===== config.mk =====
export PLATFORM = sky130hd
export DESIGN_NAME = mie_core
export DESIGN_NICKNAME = d
export VERILOG_FILES = /design/src/rtl/mie_pkg.sv /design/src/rtl/mie_core.sv
export SDC_FILE = /design/constraint.sdc
export NUM_CORES = 1
export LEC_CHECK = 0
export ABC_AREA = 0
export BUFFER_PORTS_ARGS = -buffer_cell sky130_fd_sc_hd__buf_2
export CAP_MARGIN = 20
export CELL_PAD_IN_SITES_DETAIL_PLACEMENT = 1
export CELL_PAD_IN_SITES_GLOBAL_PLACEMENT = 1
export CORE_MARGIN = 4
export CORE_UTILIZATION = 30
export CTS_CLUSTER_SIZE = 20
export DETAILED_ROUTE_END_ITERATION = 12
export PLACE_DENSITY_LB_ADDON = 0.3
export REMOVE_ABC_BUFFERS = 1
export SLEW_MARGIN = 25
export SYNTH_ARGS = -nofsm -noshare
export SYNTH_HDL_FRONTEND = slang
export SYNTH_SLANG_ARGS = --single-unit

===== constraint.sdc =====
create_clock -name i_clk -period 6 [get_ports i_clk]
set_input_delay 0.3 -clock i_clk [delete_from_list [all_inputs] [get_ports i_clk]]
set_output_delay 0.3 -clock i_clk [all_outputs]
set_load 0.05 [all_outputs]

===== src/rtl/mie_pkg.sv =====
// Purpose: constants, opcodes and carrier types
// Assumes: 16-bit instruction words, 10-bit program counter
// Notes: opcode numbering is local
package mie_pkg;
    localparam int PC_W = 10;
    localparam int STACK_DEPTH = 8;
    localparam logic [9:0] PC_RESET = 10'h000;
    localparam logic [9:0] INT_VECTOR = 10'h008;
    localparam logic [7:0] ACCUM_RESET = 8'h00;
    localparam logic [3:0] IO_PAGE_MIN = 4'h5;
    localparam logic [3:0] NIBBLE_MAX = 4'h9;
    localparam logic [7:0] BCD_MAX = 8'h99;
    localparam logic [8:0] BCD_LOW_FIX = 9'h006;
    localparam logic [8:0] BCD_HIGH_FIX = 9'h060;
    localparam int OP_LSB = 10;
    localparam int DEST_POS = 9;
    localparam int BIT_LSB = 6;
    localparam int PAGE_LSB = 4;
    localparam logic [1:0] PAGE_IO = 2'h0;
    localparam logic [1:0] PAGE_SPECIAL = 2'h1;
    localparam logic [1:0] PAGE_TIMER = 2'h2;
    localparam logic [11:0] REG_CTRL = 12'h000;
    localparam logic [11:0] REG_STATUS = 12'h004;
    localparam logic [11:0] REG_ACCUM = 12'h008;
    localparam int CTRL_RUN_POS = 0;
    localparam logic CTRL_RUN_RESET = 1'b1;
    localparam logic [15:0] INSTR_IDLE = 16'h0000;

    typedef enum logic [5:0] {
        OP_NOP, OP_AND_REG, OP_OR_REG, OP_XOR_REG, OP_AND_IMM, OP_OR_IMM, OP_XOR_IMM,
        OP_ROT_RIGHT, OP_ROT_LEFT, OP_BIT_SET, OP_BIT_CLEAR, OP_INC, OP_DEC, OP_COMPLEMENT,
        OP_ADD_REG, OP_SUB_REG, OP_ADD_CARRY_REG, OP_REG_SUBTRACT_BORROW, OP_ADD_IMM,
        OP_SUB_IMM, OP_ADD_CARRY_IMM, OP_IMM_SUBTRACT_BORROW, OP_DECIMAL_ADJUST, OP_COMPARE,
        OP_CLEAR_ACCUM, OP_CLEAR_REG, OP_TEST_SKIP_IF_CLEAR, OP_TEST_SKIP_IF_SET,
        OP_INCREMENT_SKIP_ZERO, OP_DECREMENT_SKIP_ZERO, OP_STORE_ACCUM, OP_MOVE_REG,
        OP_LOAD_IMMEDIATE, OP_SWAP_NIBBLES, OP_IO_PAGE_STORE, OP_IO_PAGE_LOAD,
        OP_SPECIAL_PAGE_STORE, OP_SPECIAL_PAGE_LOAD, OP_TIMER_MODE_STORE, OP_TIMER_MODE_LOAD,
        OP_TABLE_READ, OP_SLEEP, OP_WATCHDOG_CLEAR, OP_IRQ_ENABLE, OP_IRQ_DISABLE,
        OP_SOFT_INTERRUPT, OP_SUBROUTINE_RETURN, OP_RETURN_IRQ_ENABLE,
        OP_RETURN_WITH_LITERAL, OP_INDEXED_CALL, OP_INDEXED_JUMP, OP_CALL, OP_JUMP,
        OP_LONG_CALL, OP_LONG_JUMP
    } mie_op_type;

    typedef enum logic [1:0] {
        ST_FLUSH = 2'b00,
        ST_EXEC = 2'b01,
        ST_HALT = 2'b11,
        ST_WAIT = 2'b10
    } mie_state_type;

    typedef struct packed {
        logic we;
        logic [5:0] addr;
        logic [7:0] data;
    } mie_file_wr_type;

    typedef struct packed {
        logic we;
        logic [1:0] page;
        logic [3:0] addr;
        logic [7:0] data;
    } mie_page_wr_type;

    typedef struct packed {
        logic c;
        logic hc;
        logic [7:0] sum;
    } mie_alu_type;

    function automatic mie_alu_type mie_add(input logic [7:0] a, input logic [7:0] b,
                                             input logic cin);
        logic [4:0] low;
        logic [8:0] full;
        low = {1'b0, a[3:0]} + {1'b0, b[3:0]} + {4'h0, cin};
        full = {1'b0, a} + {1'b0, b} + {8'h00, cin};
        mie_add.sum = full[7:0];
        mie_add.c = full[8];
        mie_add.hc = low[4];
    endfunction
endpackage


===== src/rtl/mie_core.sv =====
// Purpose: decode and execute unit of a small 8-bit controller core
// Assumes: program word arrives combinationally on i_pm_data;
//          file and page reads are combinational
// Notes: writes leave a cycle late and are forwarded
// Notes on behaviour
// - 55 distinct instructions.
// - skip next if chosen bit clear, no flags.
// - skip next if chosen bit set, no flags.
// - increment, write dest, skip on zero, no flags.
// - decrement, write dest, skip on zero, no flags.
// - reg + ~accumulator + carry to dest; Z, half-carry, C.
// - imm + ~accumulator + carry to accumulator; Z, half-carry, C.
// - decimal adjust to packed BCD, only carry.
// - io store: accumulator to io register, no flags.
// - io load: io register to accumulator, no flags.
// - special store: accumulator to register, no flags.
// - special load: register to accumulator, no flags.
// - indexed call pushes return, jumps by accumulator, 2 cycles.
// - indexed jump by accumulator, 2 cycles.
// - return pops saved address, 2 cycles.
// - literal return: immediate to accumulator, 2 cycles.
// - load immediate to accumulator, no flags.
// - watchdog clear restarts watchdog, updates both status flags.
// - sleep: timeout 1, powerdown 0; clear: both 1.
// - dest bit 0 to accumulator, 1 to file register.
// - carry = add carry or subtract no-borrow.
// - file operands span 0x00 to 0x3F.
// - io operands span 0x5 to 0xF.
//
// Added by the designer: register access over APB and the register offsets.
`timescale 1ns/10ps
`default_nettype none
module mie_core
    import mie_pkg::*;
(
    input wire logic i_clk,
    input wire logic i_srst,
    input wire logic [11:0] i_paddr,
    input wire logic i_psel,
    input wire logic i_penable,
    input wire logic i_pwrite,
    input wire logic [31:0] i_pwdata,
    input wire logic [3:0] i_pstrb,
    output logic [31:0] o_prdata,
    output logic o_pready,
    output logic o_pslverr,
    output logic [PC_W-1:0] o_pm_addr,
    input wire logic [15:0] i_pm_data,
    output logic [5:0] o_file_raddr,
    input wire logic [7:0] i_file_rdata,
    output mie_file_wr_type o_file_wr,
    output logic [1:0] o_page_rsel,
    output logic [3:0] o_page_raddr,
    input wire logic [7:0] i_page_rdata,
    output mie_page_wr_type o_page_wr,
    output logic o_wdt_clear,
    output logic o_sleep_req,
    input wire logic i_wake,
    input wire logic i_wdt_timeout,
    output logic o_timeout_flag,
    output logic o_powerdown_flag,
    output logic o_irq_enable
);
    mie_state_type state_r;
    mie_state_type state_nxt;
    logic [PC_W-1:0] pc_r;
    logic [PC_W-1:0] pc_nxt;
    logic [15:0] ir_r;
    logic [15:0] ir_nxt;
    logic [7:0] accum_r;
    logic c_r;
    logic hc_r;
    logic z_r;
    logic timeout_r;
    logic powerdown_r;
    logic irq_en_r;
    logic run_r;
    logic [PC_W-1:0] stack_r [STACK_DEPTH];
    logic [2:0] stk_idx_r;
    mie_file_wr_type file_wr_r;
    mie_page_wr_type page_wr_r;
    logic wdt_clear_r;
    logic sleep_r;
    logic [31:0] prdata_r;
    logic pready_r;
    logic pslverr_r;
    logic [7:0] res;
    logic [PC_W-1:0] target;

    // field decode
    wire mie_op_type op = mie_op_type'(ir_r[15:OP_LSB]);
    wire dest_file = ir_r[DEST_POS];
    wire [2:0] bit_sel = ir_r[8:BIT_LSB];
    wire [5:0] file_addr = ir_r[5:0];
    wire [7:0] imm = ir_r[7:0];
    wire [1:0] page_sel = ir_r[5:PAGE_LSB];
    wire [3:0] page_addr = ir_r[3:0];
    wire [7:0] bit_mask = 8'h01 << bit_sel;
    wire exec = run_r && (state_r == ST_EXEC);

    // forward a write in flight so back-to-back use sees it
    wire file_fwd = file_wr_r.we && (file_wr_r.addr == file_addr);
    wire [7:0] file_val = file_fwd ? file_wr_r.data : i_file_rdata;
    wire page_fwd = page_wr_r.we && (page_wr_r.page == page_sel) && (page_wr_r.addr == page_addr);
    wire [7:0] page_val = page_fwd ? page_wr_r.data : i_page_rdata;

    // instruction classes
    wire is_imm = op inside {OP_AND_IMM, OP_OR_IMM, OP_XOR_IMM, OP_ADD_IMM, OP_SUB_IMM,
                             OP_ADD_CARRY_IMM, OP_IMM_SUBTRACT_BORROW};
    wire is_sub = op inside {OP_SUB_REG, OP_REG_SUBTRACT_BORROW, OP_SUB_IMM,
                             OP_IMM_SUBTRACT_BORROW, OP_COMPARE};
    wire use_carry = op inside {OP_ADD_CARRY_REG, OP_REG_SUBTRACT_BORROW, OP_ADD_CARRY_IMM,
                                OP_IMM_SUBTRACT_BORROW};
    wire is_arith = op inside {OP_ADD_REG, OP_SUB_REG, OP_ADD_CARRY_REG,
                               OP_REG_SUBTRACT_BORROW, OP_ADD_IMM, OP_SUB_IMM,
                               OP_ADD_CARRY_IMM, OP_IMM_SUBTRACT_BORROW};
    wire dest_op = op inside {OP_AND_REG, OP_OR_REG, OP_XOR_REG, OP_ROT_RIGHT, OP_ROT_LEFT,
                              OP_INC, OP_DEC, OP_COMPLEMENT, OP_ADD_REG, OP_SUB_REG,
                              OP_ADD_CARRY_REG, OP_REG_SUBTRACT_BORROW,
                              OP_INCREMENT_SKIP_ZERO, OP_DECREMENT_SKIP_ZERO,
                              OP_MOVE_REG, OP_SWAP_NIBBLES};
    wire file_only = op inside {OP_STORE_ACCUM, OP_BIT_SET, OP_BIT_CLEAR, OP_CLEAR_REG};
    wire accum_only = is_imm || (op inside {OP_DECIMAL_ADJUST, OP_CLEAR_ACCUM,
                              OP_LOAD_IMMEDIATE, OP_RETURN_WITH_LITERAL, OP_IO_PAGE_LOAD,
                              OP_SPECIAL_PAGE_LOAD, OP_TIMER_MODE_LOAD});
    wire upd_z = is_arith || (op inside {OP_AND_REG, OP_OR_REG, OP_XOR_REG, OP_AND_IMM,
                              OP_OR_IMM, OP_XOR_IMM, OP_INC, OP_DEC, OP_COMPLEMENT,
                              OP_COMPARE, OP_CLEAR_ACCUM, OP_CLEAR_REG, OP_MOVE_REG});
    wire upd_c = is_arith || (op inside {OP_COMPARE, OP_ROT_RIGHT, OP_ROT_LEFT});
    wire is_call = op inside {OP_INDEXED_CALL, OP_CALL, OP_LONG_CALL};
    wire is_ret = op inside {OP_SUBROUTINE_RETURN, OP_RETURN_IRQ_ENABLE,
                             OP_RETURN_WITH_LITERAL};
    wire is_jump = is_call || is_ret || (op inside {OP_INDEXED_JUMP, OP_JUMP, OP_LONG_JUMP});

    // one adder; subtract adds ~accumulator
    wire [7:0] opnd = is_imm ? imm : file_val;
    wire [7:0] add_b = is_sub ? ~accum_r : accum_r;
    wire add_cin = use_carry ? c_r : is_sub;
    wire mie_alu_type sum = mie_add(opnd, add_b, add_cin);

    // BCD correction
    wire bcd_low = hc_r || (accum_r[3:0] > NIBBLE_MAX);
    wire bcd_high = c_r || (accum_r > BCD_MAX);
    wire [8:0] bcd_step = {1'b0, accum_r} + (bcd_low ? BCD_LOW_FIX : 9'h000);
    wire [8:0] bcd_val = bcd_step + (bcd_high ? BCD_HIGH_FIX : 9'h000);
    wire bcd_carry = bcd_high || bcd_step[8] || bcd_val[8];

    // io page answers from its floor up
    wire io_ok = page_addr >= IO_PAGE_MIN;
    wire page_store = op inside {OP_IO_PAGE_STORE, OP_SPECIAL_PAGE_STORE, OP_TIMER_MODE_STORE};
    wire store_ok = (op != OP_IO_PAGE_STORE) || io_ok;

    // d-bit routing
    wire wr_file = exec && ((dest_op && dest_file) || file_only);
    wire wr_accum = exec && ((dest_op && !dest_file) || accum_only);

    // skips never touch flags
    wire skip = (op == OP_TEST_SKIP_IF_CLEAR) ? !file_val[bit_sel] :
                (op == OP_TEST_SKIP_IF_SET) ? file_val[bit_sel] :
                (op inside {OP_INCREMENT_SKIP_ZERO, OP_DECREMENT_SKIP_ZERO}) ?
                (res == 8'h00) : 1'b0;

    wire [2:0] stk_top = stk_idx_r - 3'h1;

    always_comb
    begin
        res = accum_r;
        case (op)
            OP_AND_REG, OP_AND_IMM: res = accum_r & opnd;
            OP_OR_REG, OP_OR_IMM: res = accum_r | opnd;
            OP_XOR_REG, OP_XOR_IMM: res = accum_r ^ opnd;
            OP_ROT_RIGHT: res = {c_r, file_val[7:1]};
            OP_ROT_LEFT: res = {file_val[6:0], c_r};
            OP_BIT_SET: res = file_val | bit_mask;
            OP_BIT_CLEAR: res = file_val & ~bit_mask;
            OP_INC, OP_INCREMENT_SKIP_ZERO: res = file_val + 8'h01;
            OP_DEC, OP_DECREMENT_SKIP_ZERO: res = file_val - 8'h01;
            OP_COMPLEMENT: res = ~file_val;
            OP_ADD_REG, OP_SUB_REG, OP_ADD_CARRY_REG, OP_REG_SUBTRACT_BORROW: res = sum.sum;
            OP_ADD_IMM, OP_SUB_IMM, OP_ADD_CARRY_IMM, OP_IMM_SUBTRACT_BORROW: res = sum.sum;
            OP_COMPARE: res = sum.sum;
            OP_DECIMAL_ADJUST: res = bcd_val[7:0];
            OP_CLEAR_ACCUM, OP_CLEAR_REG: res = 8'h00;
            OP_STORE_ACCUM: res = accum_r;
            OP_MOVE_REG: res = file_val;
            OP_SWAP_NIBBLES: res = {file_val[3:0], file_val[7:4]};
            OP_LOAD_IMMEDIATE, OP_RETURN_WITH_LITERAL: res = imm;
            OP_IO_PAGE_LOAD: res = io_ok ? page_val : 8'h00;
            OP_SPECIAL_PAGE_LOAD, OP_TIMER_MODE_LOAD: res = page_val;
            default: res = accum_r;
        endcase
    end

    always_comb
    begin
        target = pc_r;
        case (op)
            OP_INDEXED_CALL, OP_INDEXED_JUMP: target = {pc_r[9:8], accum_r};
            OP_CALL, OP_JUMP, OP_LONG_CALL, OP_LONG_JUMP: target = ir_r[9:0];
            OP_SUBROUTINE_RETURN, OP_RETURN_IRQ_ENABLE: target = stack_r[stk_top];
            OP_RETURN_WITH_LITERAL: target = stack_r[stk_top];
            default: target = pc_r;
        endcase
    end

    // each taken branch, skip or vector leaves a flush cycle
    always_comb
    begin
        state_nxt = state_r;
        pc_nxt = pc_r;
        ir_nxt = ir_r;
        if (run_r)
        begin
            case (state_r)
                ST_EXEC:
                begin
                    ir_nxt = i_pm_data;
                    pc_nxt = pc_r + 10'h001;
                    if (op == OP_SLEEP)
                        state_nxt = ST_HALT;
                    else if (op == OP_SOFT_INTERRUPT)
                    begin
                        pc_nxt = INT_VECTOR;
                        state_nxt = ST_WAIT;
                    end
                    else if (op == OP_TABLE_READ)
                    begin
                        pc_nxt = pc_r;
                        state_nxt = ST_FLUSH;
                    end
                    else if (is_jump)
                    begin
                        pc_nxt = target;
                        state_nxt = ST_FLUSH;
                    end
                    else if (skip)
                        state_nxt = ST_FLUSH;
                end
                ST_WAIT: state_nxt = ST_FLUSH;
                ST_FLUSH:
                begin
                    ir_nxt = i_pm_data;
                    pc_nxt = pc_r + 10'h001;
                    state_nxt = ST_EXEC;
                end
                ST_HALT:
                begin
                    if (i_wake)
                        state_nxt = ST_EXEC;
                end
                default: state_nxt = ST_FLUSH;
            endcase
        end
    end

    always_ff @(posedge i_clk)
    begin
        if (i_srst)
        begin
            state_r <= ST_FLUSH;
            pc_r <= PC_RESET;
            ir_r <= INSTR_IDLE;
        end
        else
        begin
            state_r <= state_nxt;
            pc_r <= pc_nxt;
            ir_r <= ir_nxt;
        end
    end

    always_ff @(posedge i_clk)
    begin
        if (i_srst)
        begin
            accum_r <= ACCUM_RESET;
            z_r <= 1'b0;
            hc_r <= 1'b0;
            c_r <= 1'b0;
        end
        else
        begin
            if (wr_accum)
                accum_r <= res;
            if (exec && upd_z)
                z_r <= (res == 8'h00);
            if (exec && is_arith)
                hc_r <= sum.hc;
            if (exec && upd_c)
                c_r <= (op == OP_ROT_RIGHT) ? file_val[0] :
                       (op == OP_ROT_LEFT) ? file_val[7] : sum.c;
            else if (exec && op == OP_DECIMAL_ADJUST)
                c_r <= bcd_carry;
        end
    end

    // status bits; a same-cycle watchdog timeout wins
    always_ff @(posedge i_clk)
    begin
        if (i_srst)
        begin
            timeout_r <= 1'b1;
            powerdown_r <= 1'b1;
            irq_en_r <= 1'b0;
            wdt_clear_r <= 1'b0;
            sleep_r <= 1'b0;
        end
        else
        begin
            wdt_clear_r <= exec && (op == OP_WATCHDOG_CLEAR);
            sleep_r <= exec && (op == OP_SLEEP);
            if (exec && op == OP_SLEEP)
                powerdown_r <= 1'b0;
            else if (exec && op == OP_WATCHDOG_CLEAR)
                powerdown_r <= 1'b1;
            if (i_wdt_timeout)
                timeout_r <= 1'b0;
            else if (exec && (op == OP_SLEEP || op == OP_WATCHDOG_CLEAR))
                timeout_r <= 1'b1;
            if (exec && (op == OP_IRQ_ENABLE || op == OP_RETURN_IRQ_ENABLE))
                irq_en_r <= 1'b1;
            else if (exec && (op == OP_IRQ_DISABLE || op == OP_SOFT_INTERRUPT))
                irq_en_r <= 1'b0;
        end
    end

    // stack wraps; deep nesting overwrites the oldest entry
    always_ff @(posedge i_clk)
    begin
        if (i_srst)
            stk_idx_r <= 3'h0;
        else if (exec && (is_call || op == OP_SOFT_INTERRUPT))
        begin
            stack_r[stk_idx_r] <= pc_r;
            stk_idx_r <= stk_idx_r + 3'h1;
        end
        else if (exec && is_ret)
            stk_idx_r <= stk_top;
    end

    // write ports, one cycle late
    always_ff @(posedge i_clk)
    begin
        if (i_srst)
        begin
            file_wr_r <= '0;
            page_wr_r <= '0;
        end
        else
        begin
            file_wr_r <= '{we: wr_file, addr: file_addr, data: res};
            page_wr_r <= '{we: exec && page_store && store_ok, page: page_sel,
                           addr: page_addr, data: accum_r};
        end
    end

    // apb slave, one wait state; only the run bit is writable
    wire apb_access = i_psel && i_penable && !pready_r;
    wire addr_ok = (i_paddr == REG_CTRL) || (i_paddr == REG_STATUS) || (i_paddr == REG_ACCUM);
    wire [31:0] status_word = {6'h00, pc_r, 6'h00, state_r, 1'b0, irq_en_r,
                               (state_r == ST_HALT), timeout_r, powerdown_r, z_r, hc_r, c_r};
    wire [31:0] rd_word = (i_paddr == REG_CTRL) ? {31'h0000_0000, run_r} :
                          (i_paddr == REG_STATUS) ? status_word :
                          (i_paddr == REG_ACCUM) ? {24'h00_0000, accum_r} : 32'h0000_0000;

    always_ff @(posedge i_clk)
    begin
        if (i_srst)
        begin
            pready_r <= 1'b0;
            pslverr_r <= 1'b0;
            prdata_r <= 32'h0000_0000;
            run_r <= CTRL_RUN_RESET;
        end
        else
        begin
            pready_r <= apb_access;
            pslverr_r <= apb_access && !addr_ok;
            prdata_r <= (apb_access && !i_pwrite) ? rd_word : 32'h0000_0000;
            if (apb_access && i_pwrite && i_paddr == REG_CTRL && i_pstrb[0])
                run_r <= i_pwdata[CTRL_RUN_POS];
        end
    end

    assign o_prdata = prdata_r;
    assign o_pready = pready_r;
    assign o_pslverr = pslverr_r;
    assign o_pm_addr = pc_r;
    assign o_file_raddr = ir_r[5:0];
    assign o_file_wr = file_wr_r;
    assign o_page_rsel = ir_r[5:PAGE_LSB];
    assign o_page_raddr = ir_r[3:0];
    assign o_page_wr = page_wr_r;
    assign o_wdt_clear = wdt_clear_r;
    assign o_sleep_req = sleep_r;
    assign o_timeout_flag = timeout_r;
    assign o_powerdown_flag = powerdown_r;
    assign o_irq_enable = irq_en_r;
endmodule // mie_core
`default_nettype wire


# == Word level (Yosys, flattened, before mapping) ==
# Memory sizes are Yosys's and may differ from the RTL's.
# Index checks and enable logic that the tools add are counted.
# totals
n_memories,1
latch_bits,0
in_bits,87
output_inout_bits,91
ff_bits,112
romBits,0
ramBits,80
word_cells,264
# op_classes
bitwise,10
n_mux,45
n_shift,1
order_cmp,4
n_reduce_logical,95
mul,0
eq_ne,69
n_addsub,11
n_div,0
# memory_table
memory,depth,word_bits,read_ports,rd_ports_with_merged_regs,write_ports,line,source
stack_r,8,10,1,0,1,mie_core.sv:78,logic [PC_W-1:0] stack_r [STACK_DEPTH];
# op_table
op,n
8-bit one-hot mux with 18 select lines,1
6-bit == test (second input constant),23
6-bit by 5-bit == test with 1-bit output (second input constant),16
6-bit by 4-bit == test with 1-bit output (second input constant),8
8-bit 2-to-1 mux,6
10-bit 2-to-1 mux,4
10-bit one-hot mux with 3 select lines,1
1-bit logical AND,28
26-bit 2-to-1 mux,1
6-bit by 3-bit == test with 1-bit output (second input constant),4
8-bit inverter,3
2-bit OR reduction,11
10-bit one-hot mux with 2 select lines,1
1-bit 2-to-1 mux,19
1-bit logical OR,18
8-bit bitwise AND,2
8-bit OR,2
16-bit nonzero test,1
3-bit nonzero test,5
2-bit nonzero test,7
7-bit nonzero test,2
13-bit nonzero test,1
12-bit by 3-bit == test with 1-bit output (second input constant),1
12-bit by 4-bit == test with 1-bit output (second input constant),1
51 further kinds,69

# == Longest topological paths before layout ==
# logic_depth
ltp_word,17
depth_mapped,22
depth_no_buf,20

# == Worst setup path before layout ==
# Ideal clock, no wire load.
# synth_timing
path_type,register to register
start,"reg file_wr_r, in the netlist o_file_wr[11]"
end,reg state_r[0]
path_stages_with_launch,19
setup_time_ps,91
required_time_ps,5909
path_slack_ps,1391
t_arrival_ps,4518
path_buffers,0
period_less_slack_ps,4609
cell_sequence,dfxtp_1 xnor2_4 nand4_4 nor2_2 mux2i_1 nand2_1 o21a_1 fa_1 fa_1 a21o_1 nand2_1 a311oi_1 a211o_1 mux2i_1 o32a_1 nor2_2 a41o_2 a21oi_1 a311oi_1
# synth_between
elab_chain_cells,13
elab_cells_between_ends,24
classes_between,4 x add/sub; 2 x eq/ne; 8 x mux; 6 x bitwise; 4 x reduce/logical
# synth_rtl
element,line,source
from (decl),mie_core.sv:80,mie_file_wr_type file_wr_r;
from (signal assigned),mie_core.sv:351,"file_wr_r <= '{we: wr_file, addr: file_addr, data: res};"
6-bit == test (*),mie_core.sv:102,wire file_fwd = file_wr_r.we && (file_wr_r.addr == file_addr);
1-bit logical AND (*),mie_core.sv:102,
8-bit 2-to-1 mux (*),mie_core.sv:103,wire [7:0] file_val = file_fwd ? file_wr_r.data : i_file_rdata;
8-bit 2-to-1 mux,mie_core.sv:136,wire [7:0] opnd = is_imm ? imm : file_val;
8-bit by 8-bit adder with 9-bit output,mie_pkg.sv:75,"full = {1'b0, a} + {1'b0, b} + {8'h00, cin};"
9-bit by 1-bit adder with 9-bit output,mie_pkg.sv:75,
8-bit one-hot mux with 18 select lines,mie_core.sv:168,case (op)
8-bit zero test,mie_core.sv:161,(res == 8'h00) : 1'b0;
1-bit 2-to-1 mux,mie_core.sv:160,"(op inside {OP_INCREMENT_SKIP_ZERO, OP_DECREMENT_SKIP_ZERO}) ?"
1-bit 2-to-1 mux,mie_core.sv:159,(op == OP_TEST_SKIP_IF_SET) ? file_val[bit_sel] :
1-bit 2-to-1 mux (*),mie_core.sv:158,wire skip = (op == OP_TEST_SKIP_IF_CLEAR) ? !file_val[bit_sel] :
6-bit by 3-bit != test with 1-bit output (no source line) (*),-,
3-bit AND reduction (no source line) (*),-,
to (signal assigned),mie_core.sv:266,state_r <= state_nxt;
to (decl),mie_core.sv:64,mie_state_type state_r;
# Mark *: on every way between the ends. The rest lies on a longest branch, timed or not. The select of a mux whose other input is x is not followed.
# A chain may end at the register's enable or synchronous reset.

# == Worst setup path after layout ==
# layout_timing
start,"reg file_wr_r, in the netlist o_file_wr[10]"
end,reg state_r[0]
# The elaborated chain is that of the path after synthesis.

==> metrics <==
setup TNS 0 ns; critical-path cell list xnor2_4, nand4_4, nor2_2, mux2i_1, nand2_1, o21a_1, fa_1, fa_1, a21oi_1, nor2_1, mux2i_1, o221ai_1, nor4_1, a32oi_1, nor4_2, a41o_2, a21oi_1, a311oi_1; final wirelength 41.13 mm; die height just over 200 um; total gr overflow 0; CTS sink count 174; pin count of the biggest net entering global routing 52; hold worst-path end run_r; Static Leak between 4 and 5 nW; via/cell ratio 5.533; ys flop type dfxtp_1; synth top area cells edfxtp_1 21%, dfxtp_1 17%, mux4_2 4.4%; Worst-path clk slew 0.07 ns; syn_area_per_cell 9.711 um2; top cell type by total area after synthesis edfxtp_1; simple-gate portion of the synthesized area between 10% and 20%; Min-Delay Path Class in2reg; clk_skew 0.02153 ns; GRT Overall Usage 19.70%; Max transition margin 33.11%; Chip Width 201.1 um; Synth Warn # 0; antenna cells 0; placer congestion estimate 0.8878; Required @ worst endpoint 6.35 ns; DR iter-0 viols 727; number of core rows 70; vias in the first global route between 9000 and 10000; Area growth, synth to finish 14.16%; WS Path Type reg2reg; Synth cell types 104; Antenna Nets Post-Route 0; Mapped Area roughly 11000 um2; worst skew pair latency between 0.4 and 0.5 ns; Post-synth EDFFs 80; CTS tree built; DP HPWL roughly 31 mm; htree depth 4; drt pass-1 iters 5; Synth async-reset ratio 0%; start of the worst register-to-register path o_file_wr[10]; mux cell area share after synthesis 8.489%; CTS max path bufs 2; power per standard cell area 371.0 nW/um2; Critical R2R Capture state_r[0]; via count 9550; largest family of logic cells by synthesized area simple AND/OR/NAND/NOR gates; beginning of the worst hold path i_pwdata[0]; Crit. End Element flop; Final Slew Violations 0; routed len/inst 23.83 um; R2R setup slack 0.64 ns; Top-Level Pins ~180; Synth Area in Compound Gates 18.10%; RSZ-0062 raised after global routing no; period utilization between 80 and 90%; Slew @ Worst Pin about 1.0 ns; status complete, no violations; flops & latches, synth ~170; port bufs between 100 and 150; peak supply drop ~0.25 mV; Adder-Cell Fraction of Synth Area 4.921%; area of the core between 30000 and 40000 um2; top cell type's share of synthesized area approximately 21%; CTS buffer count 17; FMAX approximately 190 MHz; Post-CTS Setup Inserts 0; initial antenna violation count 0; hold_buf cts 0; Post-Synth XOR/XNOR Area approximately 4%; Hold WS 0.07693 ns; first-pass GRT wire length between 60 and 70 mm; post-synthesis sequential area ratio 38.30%; Worst Hold Depth 3; Max-cap violations 0; CTS root buffer clkbuf_16; fin crit period roughly 5.4 ns; WP data arrival 5.71 ns; net total in the final layout approximately 1400; CTS resizes 0; layout cells sized above 1 22.73%; # DRC 0; Synth Instances 1152; count of final hold-check violations 0; Worst path max stage delay 0.54 ns; Critical-path top delay cell nor2_2; reg2reg path depth 18; Crit path buffers/inverters 0; Initial Utilization 30.48%; Critical Path Start Type flop; Die ar. 40440 um2; Setup Viol. Count Final 0; crit-path leading delay family compound AO/OA/AOI/OAI gates; CP max FO 11; Final Total Pwr 4.738 mW
-- routing by layer --
| metal | GRT usage, % | wire length (um) |
|---|---|---|
| met4 | 8.382 | 1647 |
| met3 | 3.191 | 1969 |
| met5 | 0 | 0 |
| met1 | 25.67 | 18000 |
| met2 | 32.53 | 19510 |
-- synth_stat cells (6+ instances only) --
cell / number
buf_2: 11
buf_1: 7
nor2_1: 78
nand3b_1: 7
mux4_2: 22
a21oi_1: 67
clkbuf_1: 42
dfxtp_1: 94
inv_1: 45
nand2b_1: 20
nor4_1: 13
a21o_1: 6
nand4_1: 12
o21a_1: 8
and3_1: 12
and2_1: 20
mux2i_1: 35
nor3_1: 24
nand2_1: 97
mux2_2: 8
o21ai_0: 45
buf_4: 35
o22ai_1: 14
xor2_1: 9
ha_1: 36
buf_6: 13
nor2b_1: 20
or3_1: 10
a222oi_1: 10
nor3b_1: 7
o2111ai_1: 11
a22oi_1: 15
o211ai_1: 8
a211oi_1: 16
edfxtp_1: 80
a311oi_1: 8
a22o_1: 10
xnor2_1: 22
nand3_1: 36
-- placed cells by master, fill, tap and decap left out, types with 15 or more instances in the layout --
cell         n
buf_2      131
nand2_1     97
dfxtp_1     94
edfxtp_1    80
nor2_1      73
a21oi_1     67
inv_1       45
o21ai_0     45
buf_4       41
nand3_1     36
ha_1        36
mux2i_1     35
nor3_1      24
xnor2_1     22
mux4_2      22
nand2b_1    20
nor2b_1     20
and2_1      20
clkbuf_16   17
a211oi_1    16
a22oi_1     15
-- flip-flops by register name, indices dropped and copies added (netlist names), 2 cells and up --
register,count
stack_r,80
o_page_wr,9
ir_r,16
stk_idx_r,3
o_file_wr,15
o_pm_addr,10
o_prdata,20
state_r,2
accum_r,8
-- worst min-delay path, delay by kind of cell --
kind / cells / cell delay [ns]
buffers and inverters: 1 / 0.07
and+or+nand+nor: 1 / 0.06
muxes: 1 / 0.06
-- how the worst max path moves through the flow --
stage                     depth (start not counted)         end           from  slack (ns)
after global routing                             18  state_r[0]   o_file_wr[8]        0.25
after global placement                           18  state_r[1]  o_file_wr[10]        0.91
after floorplan                                  18  state_r[0]        ir_r[3]        0.62
final                                            18  state_r[0]  o_file_wr[10]        0.64
after detailed placement                         18  state_r[0]  o_file_wr[10]        0.82
after CTS                                        18  state_r[0]  o_file_wr[10]        0.70
-- power by group --
part	internal, mW	leakage (nW)	switching, mW
clock	0.611	0.300	0.559
sequential	1.35	1.50	0.204
combinational	0.652	3.09	1.36
total	2.61	4.89	2.13
-- kinds of logic (layout without fill, tap and decap cells) --
logic type	Yosys count	in the layout
flip-flops	174	174
multiplexers	66	66
other	1	12
adder cells (fa/ha/maj)	41	41
buffers and inverters	155	250
AO/OA/AOI/OAI	283	283
XOR/XNOR	39	39
AND/OR/NAND/NOR	393	393
-- cell type report --
class                   count  area, um2
inverters                  46      172.7
flip-flops and latches    174       4284
clock buffers              19      442.9
well taps                 468      585.6
repair buffers            172      963.4
fillers                  4230      23930
clock inverters            13      172.7
multi-input cells         834       6150
-- per-stage QoR --
stage	area [um2]	std cells	util (%)	worst slack, ns
2_1_floorplan	10580	1054	-	0.6247
3_3_place_gp	12130	1694	33.05	0.9061
3_5_place_dp	12130	1694	33.05	0.8241
4_1_cts	12740	1726	34.73	0.6996
5_1_grt	12770	1726	34.80	0.2501
6_report	12770	1726	34.80	0.6382
Note: power is estimated with default switching activity, not from simulation.
